===== src/logic/pfs_consts.vh =====
/*
 * Constants for the fast status summary block: management frame fields,
 * register addresses, bit positions, reset values, line symbols and timing.
 * Assumes an includer that uses these as plain text macros.
 */
`ifndef PFS_CONSTS_VH
`define PFS_CONSTS_VH

// Management register addresses
`define PFS_ADDR_STATUS 5'h01
`define PFS_ADDR_ID_HI 5'h02
`define PFS_ADDR_ID_LO 5'h03
`define PFS_ADDR_EXT_CTRL 5'h10
`define PFS_ADDR_SUMMARY 5'h11

// Management frame
`define PFS_PREAMBLE_BITS 6'h20
`define PFS_OP_READ 2'h2
`define PFS_OP_WRITE 2'h1
`define PFS_ADDR_BITS 6'h0a
`define PFS_TA_BITS 6'h02
`define PFS_DATA_BITS 6'h10

// Extended control register fields
`define PFS_EXT_OVERRIDE_BIT 15
`define PFS_EXT_PHYAD_LSB 6

// Summary register field positions
`define PFS_BIT_RATE 15
`define PFS_BIT_DUPLEX 14
`define PFS_BIT_SIG_ERR 10
`define PFS_BIT_LOCK_ERR 9
`define PFS_BIT_FALSE_CAR 8
`define PFS_BIT_INV_SYM 7
`define PFS_BIT_HALT_SYM 6
`define PFS_BIT_PREM_END 5
`define PFS_BIT_DUPLEX_SOURCE_PIN 2
`define PFS_BIT_REM_FAULT 1
`define PFS_BIT_LINK 0

// Reset values
`define PFS_RST_FLAGS 6'h00
`define PFS_RST_BIT 1'b0
`define PFS_RATE_100M 1'b1

// Line code groups, first received bit in the msb
`define PFS_SSD_JK 10'h311
`define PFS_SYM_IDLE 5'h1f
`define PFS_SYM_T 5'h0d
`define PFS_SYM_H 5'h04
`define PFS_SYM_LAST 3'h4

// Timing
`define PFS_CLK_KHZ 100000
`define PFS_TXCLK_KHZ 25000
`define PFS_TXDIV (`PFS_CLK_KHZ / `PFS_TXCLK_KHZ)

`endif


===== src/logic/pfs_sync2.v =====
/*
 * Two-flop synchroniser for a group of independent pin levels.
 * Assumes each bit is a slow level or a clock far slower than clk;
 * bits are not coherent with each other.
 */
module pfs_sync2 #(
  parameter W = 1
) (
  input wire clk,
  input wire rst_n,
  input wire ce,
  input wire [W-1:0] d,
  output wire [W-1:0] q
);

  reg [W-1:0] meta_q; // First stage, read only by the second
  reg [W-1:0] sync_q; // Second stage, safe to use

  // Both stages freeze with the enable so the group stays aligned
  always @(posedge clk or negedge rst_n)
  begin
    if (!rst_n)
    begin
      meta_q <= {W{1'b0}};
      sync_q <= {W{1'b0}};
    end
    else if (ce)
    begin
      meta_q <= d;
      sync_q <= meta_q;
    end
  end

  assign q = sync_q;

endmodule // pfs_sync2


===== src/logic/pfs_status.v =====
/*
 * Fast status summary register with its management serial slave,
 * receive-symbol watcher and transmit clock divider.
 * Assumes rx_bit/rx_bit_stb, pll_locked, remote_fault, link_ok and
 * sw_duplex_mode come from logic on clk; pins are asynchronous.
 */
`include "pfs_consts.vh"
module pfs_status (
  input wire clk,
  input wire rst_n,
  input wire ce,
  input wire mdc,
  input wire mdio_i,
  output reg mdio_o,
  output reg mdio_oe,
  input wire [4:0] phy_addr,
  input wire duplex_source_pin,
  input wire duplex_select_pin,
  input wire sig_detect,
  input wire pll_locked,
  input wire rx_bit,
  input wire rx_bit_stb,
  input wire sw_duplex_mode,
  input wire remote_fault,
  input wire link_ok,
  output reg tx_clk,
  output reg full_duplex,
  output reg rx_in_frame,
  output reg rx_false_carrier,
  output reg rx_prem_end
);

  // Management frame states
  localparam S_PRE = 3'h0;
  localparam S_ST = 3'h1;
  localparam S_OP = 3'h2;
  localparam S_ADR = 3'h3;
  localparam S_TA = 3'h4;
  localparam S_DATA = 3'h5;

  // Pin synchronisation
  wire [9:0] pin_s; // Synchronised pin group
  wire mdc_s; // Management clock level
  wire mdio_s; // Management data level
  wire duplex_source_pin_s; // Duplex source pin
  wire duplex_select_pin_s; // Duplex select pin
  wire sig_s; // Signal present
  wire [4:0] phyad_s; // Strapped address
  pfs_sync2 #(.W(10)) u_sync (
    .clk(clk),
    .rst_n(rst_n),
    .ce(ce),
    .d({phy_addr, sig_detect, duplex_select_pin, duplex_source_pin, mdio_i, mdc}),
    .q(pin_s)
  );
  assign {phyad_s, sig_s, duplex_select_pin_s, duplex_source_pin_s, mdio_s, mdc_s} = pin_s;

  // Valid data or control code group check, used on every in-frame symbol
  function sym_ok;
    input [4:0] s;
    begin
      case (s)
        5'h1e, 5'h09, 5'h14, 5'h15, 5'h0a, 5'h0b, 5'h0e, 5'h0f,
        5'h12, 5'h13, 5'h16, 5'h17, 5'h1a, 5'h1b, 5'h1c, 5'h1d,
        5'h1f, 5'h18, 5'h11, 5'h0d, 5'h07, 5'h04: sym_ok = 1'b1;
        default: sym_ok = 1'b0;
      endcase
    end
  endfunction

  reg mdc_prev_q; // Last synchronised management clock
  reg [2:0] st_q; // Frame state
  reg [5:0] cnt_q; // Bit counter within a field
  reg [1:0] op_q; // Operation code
  reg [9:0] adr_q; // Device and register address
  reg [15:0] sh_q; // Read or write data shifter
  reg ovr_q; // Write override from the extended control register
  reg [5:0] flag_q; // Latched error flags, bits 10 down to 5
  reg rf_q; // Latched-high remote fault
  reg link_q; // Latched-low link status
  reg [1:0] div_q; // Transmit clock divider
  reg [9:0] rx_sh_q; // Received bit window, oldest in msb
  reg [2:0] sym_cnt_q; // Bits of the current symbol
  reg sym_rdy_q; // A whole symbol sits in the window low bits
  reg prev_idle_q; // Previous in-frame symbol was idle
  reg [1:0] warm_q; // Enabled edges since reset, stops at two

  wire mdc_rise = mdc_s & ~mdc_prev_q; // Sampling edge of the management clock
  wire my_phy = (adr_q[9:5] == phyad_s);
  wire [4:0] reg_a = adr_q[4:0];
  wire is_rd = (op_q == `PFS_OP_READ);
  wire is_wr = (op_q == `PFS_OP_WRITE);
  wire adr_done = mdc_rise && (st_q == S_ADR) && (cnt_q == `PFS_ADDR_BITS - 6'h01);
  // adr_q[9:5] is still one bit short here, so the device match sits in the compare
  wire sum_read = adr_done && is_rd
    && ({adr_q[8:0], mdio_s} == {phyad_s, `PFS_ADDR_SUMMARY});
  wire wr_done = mdc_rise && (st_q == S_DATA) && (cnt_q == `PFS_DATA_BITS - 6'h01)
    && is_wr && my_phy;
  wire sum_write = wr_done && (reg_a == `PFS_ADDR_SUMMARY) && ovr_q;
  wire [4:0] rd_a = {adr_q[3:0], mdio_s}; // Register address incl. last bit

  // Receive events from the line and the recovery loop
  wire ev_sig = ~sig_s & warm_q[1];
  wire ev_lock = sig_s & ~pll_locked;
  wire zero_seen = !rx_in_frame && (rx_sh_q[9:8] == 2'b11) && !rx_sh_q[7];
  wire ssd_ok = (rx_sh_q == `PFS_SSD_JK);
  wire ev_fc = zero_seen && !ssd_ok && !(&rx_sh_q[5:0]);
  wire [4:0] sym = rx_sh_q[4:0];
  wire ev_prem = sym_rdy_q && rx_in_frame && (sym == `PFS_SYM_IDLE) && prev_idle_q;
  wire ev_halt = sym_rdy_q && rx_in_frame && (sym == `PFS_SYM_H);
  wire ev_inv = sym_rdy_q && rx_in_frame && !sym_ok(sym);
  wire [5:0] ev_vec = {ev_sig, ev_lock, ev_fc, ev_inv, ev_halt, ev_prem};

  // Summary word as seen by a read; reserved bits read zero
  wire [15:0] sum_word = {`PFS_RATE_100M, full_duplex, 3'h0, flag_q, 2'h0,
    duplex_source_pin_s, rf_q, link_q};

  // Read data for the addressed register; unmapped ones read zero
  reg [15:0] rd_val;
  always @*
  begin
    rd_val = 16'h0000;
    case (rd_a)
      `PFS_ADDR_SUMMARY: rd_val = sum_word;
      `PFS_ADDR_EXT_CTRL:
      begin
        rd_val[`PFS_EXT_OVERRIDE_BIT] = ovr_q;
        rd_val[`PFS_EXT_PHYAD_LSB+4:`PFS_EXT_PHYAD_LSB] = phyad_s;
      end
      default: rd_val = 16'h0000;
    endcase
  end

  // Management serial slave: frame decode, turnaround and data shifting.
  // Data changes just after the sampling edge so the master sees it settled.
  always @(posedge clk or negedge rst_n)
  begin
    if (!rst_n)
    begin
      mdc_prev_q <= 1'b0;
      st_q <= S_PRE;
      cnt_q <= 6'h00;
      op_q <= 2'h0;
      adr_q <= 10'h000;
      sh_q <= 16'h0000;
      mdio_o <= 1'b0;
      mdio_oe <= 1'b0;
      ovr_q <= 1'b0;
    end
    else if (ce)
    begin
      mdc_prev_q <= mdc_s;
      if (mdc_rise)
      begin
        case (st_q)
          S_PRE:
          begin
            // Count ones; a zero after enough of them is the start bit
            if (mdio_s)
            begin
              if (cnt_q != `PFS_PREAMBLE_BITS)
                cnt_q <= cnt_q + 6'h01;
            end
            else if (cnt_q == `PFS_PREAMBLE_BITS)
              st_q <= S_ST;
            else
              cnt_q <= 6'h00;
          end
          S_ST:
          begin
            // Second start bit must be one or the frame is dropped
            cnt_q <= 6'h00;
            st_q <= mdio_s ? S_OP : S_PRE;
          end
          S_OP:
          begin
            op_q <= {op_q[0], mdio_s};
            cnt_q <= cnt_q + 6'h01;
            if (cnt_q == 6'h01)
            begin
              st_q <= S_ADR;
              cnt_q <= 6'h00;
            end
          end
          S_ADR:
          begin
            adr_q <= {adr_q[8:0], mdio_s};
            cnt_q <= cnt_q + 6'h01;
            if (cnt_q == `PFS_ADDR_BITS - 6'h01)
            begin
              // Snapshot before latched bits clear this same cycle
              sh_q <= rd_val;
              st_q <= S_TA;
              cnt_q <= 6'h00;
            end
          end
          S_TA:
          begin
            cnt_q <= cnt_q + 6'h01;
            if (cnt_q == 6'h00)
            begin
              // Drive the turnaround zero only for our own reads
              mdio_oe <= is_rd && my_phy;
              mdio_o <= 1'b0;
            end
            else
            begin
              st_q <= S_DATA;
              cnt_q <= 6'h00;
              mdio_o <= sh_q[15];
              if (is_rd)
                sh_q <= {sh_q[14:0], 1'b0};
            end
          end
          S_DATA:
          begin
            cnt_q <= cnt_q + 6'h01;
            if (is_rd)
            begin
              mdio_o <= sh_q[15];
              sh_q <= {sh_q[14:0], 1'b0};
            end
            else
              sh_q <= {sh_q[14:0], mdio_s};
            if (cnt_q == `PFS_DATA_BITS - 6'h01)
            begin
              mdio_oe <= 1'b0;
              mdio_o <= 1'b0;
              st_q <= S_PRE;
              cnt_q <= 6'h00;
            end
          end
          default:
          begin
            st_q <= S_PRE;
            cnt_q <= 6'h00;
          end
        endcase
      end
      // Override: extended control write sets it, a status-type write uses it up
      if (wr_done)
      begin
        if (reg_a == `PFS_ADDR_EXT_CTRL)
          ovr_q <= sh_q[14];
        else if (reg_a == `PFS_ADDR_STATUS || reg_a == `PFS_ADDR_ID_HI
          || reg_a == `PFS_ADDR_ID_LO || reg_a == `PFS_ADDR_SUMMARY)
          ovr_q <= 1'b0;
      end
    end
  end

  // Latched status bits. An event in the read cycle survives the clear.
  // An override write loads the latched fields from the written word.
  always @(posedge clk or negedge rst_n)
  begin
    if (!rst_n)
    begin
      flag_q <= `PFS_RST_FLAGS;
      rf_q <= `PFS_RST_BIT;
      link_q <= `PFS_RST_BIT;
      full_duplex <= `PFS_RST_BIT;
    end
    else if (ce)
    begin
      if (sum_write)
      begin
        // Data bits 15..1 sit in sh_q[14:0]; bit 0 is still on the line
        flag_q <= sh_q[9:4] | ev_vec;
        rf_q <= sh_q[0] | remote_fault;
        link_q <= mdio_s & link_ok;
      end
      else
      begin
        flag_q <= (sum_read ? 6'h00 : flag_q) | ev_vec;
        rf_q <= (sum_read ? 1'b0 : rf_q) | remote_fault;
        link_q <= sum_read ? link_ok : (link_q & link_ok);
      end
      // Pin picks duplex unless priority hands it to software
      full_duplex <= duplex_source_pin_s ? sw_duplex_mode : duplex_select_pin_s;
    end
  end

  // Receive symbol watcher: start pair, false carrier, in-frame symbols
  always @(posedge clk or negedge rst_n)
  begin
    if (!rst_n)
    begin
      rx_sh_q <= 10'h3ff;
      rx_in_frame <= 1'b0;
      sym_cnt_q <= 3'h0;
      sym_rdy_q <= 1'b0;
      prev_idle_q <= 1'b0;
      rx_false_carrier <= 1'b0;
      rx_prem_end <= 1'b0;
    end
    else if (ce)
    begin
      sym_rdy_q <= 1'b0;
      rx_false_carrier <= ev_fc;
      rx_prem_end <= ev_prem;
      if (zero_seen)
      begin
        // Clearing the window stops the same zeros triggering twice
        rx_sh_q <= 10'h3ff;
        rx_in_frame <= ssd_ok;
        sym_cnt_q <= 3'h0;
        prev_idle_q <= 1'b0;
      end
      else if (rx_bit_stb)
      begin
        rx_sh_q <= {rx_sh_q[8:0], rx_bit};
        if (rx_in_frame)
        begin
          sym_cnt_q <= (sym_cnt_q == `PFS_SYM_LAST) ? 3'h0 : sym_cnt_q + 3'h1;
          sym_rdy_q <= (sym_cnt_q == `PFS_SYM_LAST);
        end
      end
      if (sym_rdy_q && rx_in_frame)
      begin
        prev_idle_q <= (sym == `PFS_SYM_IDLE);
        // Premature end or end delimiter returns to idle
        if (ev_prem || sym == `PFS_SYM_T)
          rx_in_frame <= 1'b0;
      end
      // Loss of signal aborts a frame in progress
      if (!sig_s)
        rx_in_frame <= 1'b0;
    end
  end

  // Transmit clock: divide by four, free running whenever enabled.
  // Warm-up count: the synchronisers leave reset at zero, which would read
  // as loss of signal, so loss events wait until the pin has come through.
  always @(posedge clk or negedge rst_n)
  begin
    if (!rst_n)
    begin
      div_q <= 2'h0;
      tx_clk <= 1'b0;
      warm_q <= 2'h0;
    end
    else if (ce)
    begin
      if (!warm_q[1])
        warm_q <= warm_q + 2'h1;
      div_q <= (div_q == `PFS_TXDIV - 1) ? 2'h0 : div_q + 2'h1;
      tx_clk <= (div_q < `PFS_TXDIV / 2) ? 1'b1 : 1'b0;
    end
  end

endmodule // pfs_status


===== config.mk =====
export PLATFORM = sky130hd
export DESIGN_NAME = pfs_status
export DESIGN_NICKNAME = d
export VERILOG_FILES = /design/src/logic/pfs_sync2.v /design/src/logic/pfs_status.v
export VERILOG_INCLUDE_DIRS = /design/src /design/src/logic
export SDC_FILE = /design/constraint.sdc
export NUM_CORES = 1
export LEC_CHECK = 0
export ABC_CLOCK_PERIOD_IN_PS = 2000
export BUFFER_PORTS_ARGS = -buffer_cell sky130_fd_sc_hd__buf_2
export CAP_MARGIN = 20
export CORE_MARGIN = 2
export CORE_UTILIZATION = 55
export DETAILED_ROUTE_END_ITERATION = 10
export GPL_ROUTABILITY_DRIVEN = 0
export GPL_TIMING_DRIVEN = 0
export MAX_ROUTING_LAYER = met4
export PLACE_DENSITY = 0.79
export SLEW_MARGIN = 20
export SYNTH_ARGS = -nofsm -noshare
export SYNTH_HDL_FRONTEND = slang
export SYNTH_HIERARCHICAL = 1
export SYNTH_SLANG_ARGS = --single-unit

===== constraint.sdc =====
create_clock -name clk -period 2 [get_ports clk]
set_input_delay 0.1 -clock clk [delete_from_list [all_inputs] [get_ports clk]]
set_output_delay 0.1 -clock clk [all_outputs]
set_load 0.1 [all_outputs]

==> results_dict.tcl <==
set metrics [dict create \
    status "finished, violations left" \
    violations "setup timing" \
    grt_max_degree 60 \
    path_clk_slew_ns 0.10 \
    syn2layout_area_growth_pct 19.9 \
    startpoint_type "flop" \
    clockBufferDepth 2 \
    start_util_pct 56.5 \
    p_leak_nw 2.66 \
    clock_skew_ns 0.0158 \
    synth_area_leaders "dfrtp_1 42%, mux2_4 8.2%, dfstp_2 5.3%" \
    crit_arrival_ns 2.38 \
    maxCapViolCount 0 \
    numCtsBuffers 9 \
    cp.required_ns 2.24 \
    wl_per_cell_um 17.5 \
    multi_input_area_um2 2630 \
    synthXorXnorAreaFrac_pct 2.13 \
    rsz0062_at_grt "yes" \
    vdd_ir_drop_max_v 0.000608 \
    yosys.area_share.adder_pct 2.28 \
    avgSynthCellArea_um2 11.3 \
    dieArea_um2 9740 \
    hold_path.class "input pin to flop" \
    ff2ff_setup_slack_ns -0.14 \
    final_area_um2 5910 \
    startpoint "cnt_q[1]$_DFFE_PN0P_" \
    diodes 0 \
    drt-initial-drc-count 228 \
    fin_crit_sh_pct 107 \
    crit_type "flop to flop" \
    syn-num-nets 466 \
    hold_path_depth 3 \
    netlist_area_um2 4930 \
    min_period_ns 2.14 \
    stdcell_count 615 \
    yosys.area.top_type_share_pct 42.1 \
    num_vias 3662 \
    cts_tree "done" \
    yosys_warnings 6 \
    endpoint_kind "flop" \
    fillCellCount 609 \
    post-route-drc-count 0 \
    drive_gt1_share_pct 33.1 \
    worstReg2RegStart "cnt_q[1]$_DFFE_PN0P_" \
    totalWireLength_mm 10.8 \
    grt_pass1_vias 3583 \
    viasPerCell 5.95 \
    synth_cell_types 68 \
    synthMuxAreaShare_pct 15.3 \
    final_hold_viol_count 0 \
    synth_top_family_by_area "simple AND/OR/NAND/NOR gates" \
    power_density_nw_per_um2 1010 \
    finalMaxSlewViolations 0 \
    grtUsageTotal_pct 22.6 \
    htreeDepth 3 \
    clock.fmax_mhz 468 \
    ant_nets 0 \
    fin_ws_ns -0.137 \
    ys_seq_area_share_pct 47.4 \
    cts_root_buffer "clkbuf_8" \
    clk-insertion-delay-late_ns 0.36 \
    nNetsFinal 530 \
    drt_pass1_iterations 5 \
    io_pins 26 \
    grt_pass1_wl_mm 17.2 \
    die_w_um 98.7 \
    tns_ns -1.75 \
    worstMarginPinSlew_ns 0.677 \
    yosys.area_share.simple_pct 17.3 \
    synth_most_common_cell "dfrtp_1" \
    syn_inst 438 \
    core-area_um2 8720 \
    reg2reg_depth 7 \
    crit_end "flag_q[3]$_DFFE_PN0P_" \
    seq_area_um2 2340 \
    place_area_um2 5230 \
    gr-total-overflow 0 \
    synth_common_cells "83 x dfrtp_1, 42 x nand2_1, 27 x mux2_4, 25 x o21ai_0, 22 x mux2_2" \
    max_slew_margin_pct 54.9 \
    portBuffers 25 \
    chipHeight_um 98.7 \
    rows 34 \
    synth_compound_area_share_pct 12.0 \
    antenna_found_initial 0 \
    rr_endpoint "flag_q[3]$_DFFE_PN0P_" \
    synth_edf_count 0 \
    setup_viol 28 \
    ys.flop_type "dfrtp_1" \
    dp_cells 572 \
    async_reset_ff_share_pct 100 \
    hpwl_mm 6.97 \
    clkSinkCount 93 \
    synth_largest_area_cell "dfrtp_1" \
    synth-seq-cells 93 \
    cp_max_fo 7 \
]
==> worst min-delay path by stage <==
stage | startpoint | slack, ns | to
floorplan | rst_n | -0.20 | adr_q[0]$_DFFE_PN0P_
global placement | phy_addr[4] | 0.33 | u_sync/meta_q[9]$_DFFE_PN0P_
detailed placement | rst_n | 0.08 | cnt_q[0]$_DFFE_PN0P_
CTS | rx_bit | 0.02 | rx_sh_q[0]$_DFFE_PN1P_
global route | rx_bit | 0.03 | rx_sh_q[0]$_DFFE_PN1P_
finish | rx_bit | 0.01 | rx_sh_q[0]$_DFFE_PN1P_
==> metrics by stage <==
step           util [%]  worst slack (ns)  hold WS (ns)  total power (W)
2_1_floorplan         -           0.00720        -0.196          0.00390
3_3_place_gp       59.6            -0.141         0.331          0.00423
3_5_place_dp       59.9            -0.203        0.0825          0.00433
4_1_cts            65.6           -0.0357        0.0188          0.00584
5_1_grt            67.8            -0.221        0.0276          0.00630
6_report           67.8            -0.137        0.0146          0.00597
==> flip-flops by register name, summed over array words and instances, names as in the netlist, 2 cells and up <==
signal / flops
u_sync/meta_q: 10
cnt_q: 6
st_q: 3
op_q: 2
adr_q: 10
warm_q: 2
sym_cnt_q: 3
rx_sh_q: 10
u_sync/q: 10
flag_q: 6
div_q: 2
sh_q: 16
==> cells in the final DEF (no fill, tap or decap), types with 12 or more instances in the layout <==
cell type	netlist	layout
nand2_1	42	42
nor2_1	20	19
inv_1	15	14
o21ai_0	25	24
buf_2	4	28
dfrtp_1	83	80
mux2_4	27	27
a21oi_1	14	14
clkbuf_1	10	12
buf_4	2	16
mux2_2	22	22
==> where the power goes <==
| part | internal, W | switching [W] | total [W] |
|---|---|---|---|
| registers | 0.00227 | 0.000415 | 0.00269 |
| clock network | 0.000710 | 0.000672 | 0.00138 |
| logic | 0.000843 | 0.00106 | 0.00190 |
==> layout make-up <==
cell class              count  share of cell area, %
multi-input cells         309                   44.5
flip-flops and latches     93                   39.6
repair buffers             53                   6.86
well taps                 108                   2.29
clock buffers              11                   2.22
plain buffers              21                   2.14
clock inverters             5                   1.42
inverters                  15                  0.952
==> layer usage <==
layer	GRT usage, %	wire, um	vias to the layer above
met5	-	0	-
met1	30.0	4880	1829
met4	6.32	181	0
met2	36.2	5380	88
li1	-	-	1726
met3	4.11	349	19
==> worst max-delay path, cell delays in order (launching register included) <==
cell and delay (ns):
dfrtp_1 0.45, inv_2 0.11, ha_4 0.12, nor4b_4 0.22, nand4_1 0.30, nor3_2 0.33, o21ai_4 0.14, a221o_1 0.34
==> timing repair <==
item	CTS	global route
setup endpoints to repair	24	48
endpoints found under the hold margin	44	0
cloned	0	0
gates resized for setup	15	26
hold buffers	11	0
pin swaps	3	12
setup buffers	9	7
==> cells by family after synthesis <==
group,Yosys count
AOI/OAI and AO/OA,87
xor gates and xnor gates,12
adders and majority gates,9
buffers and inverters,36
DFF,93
muxes,59
and+or+nand+nor,142
(Power assumes the default switching activity.)
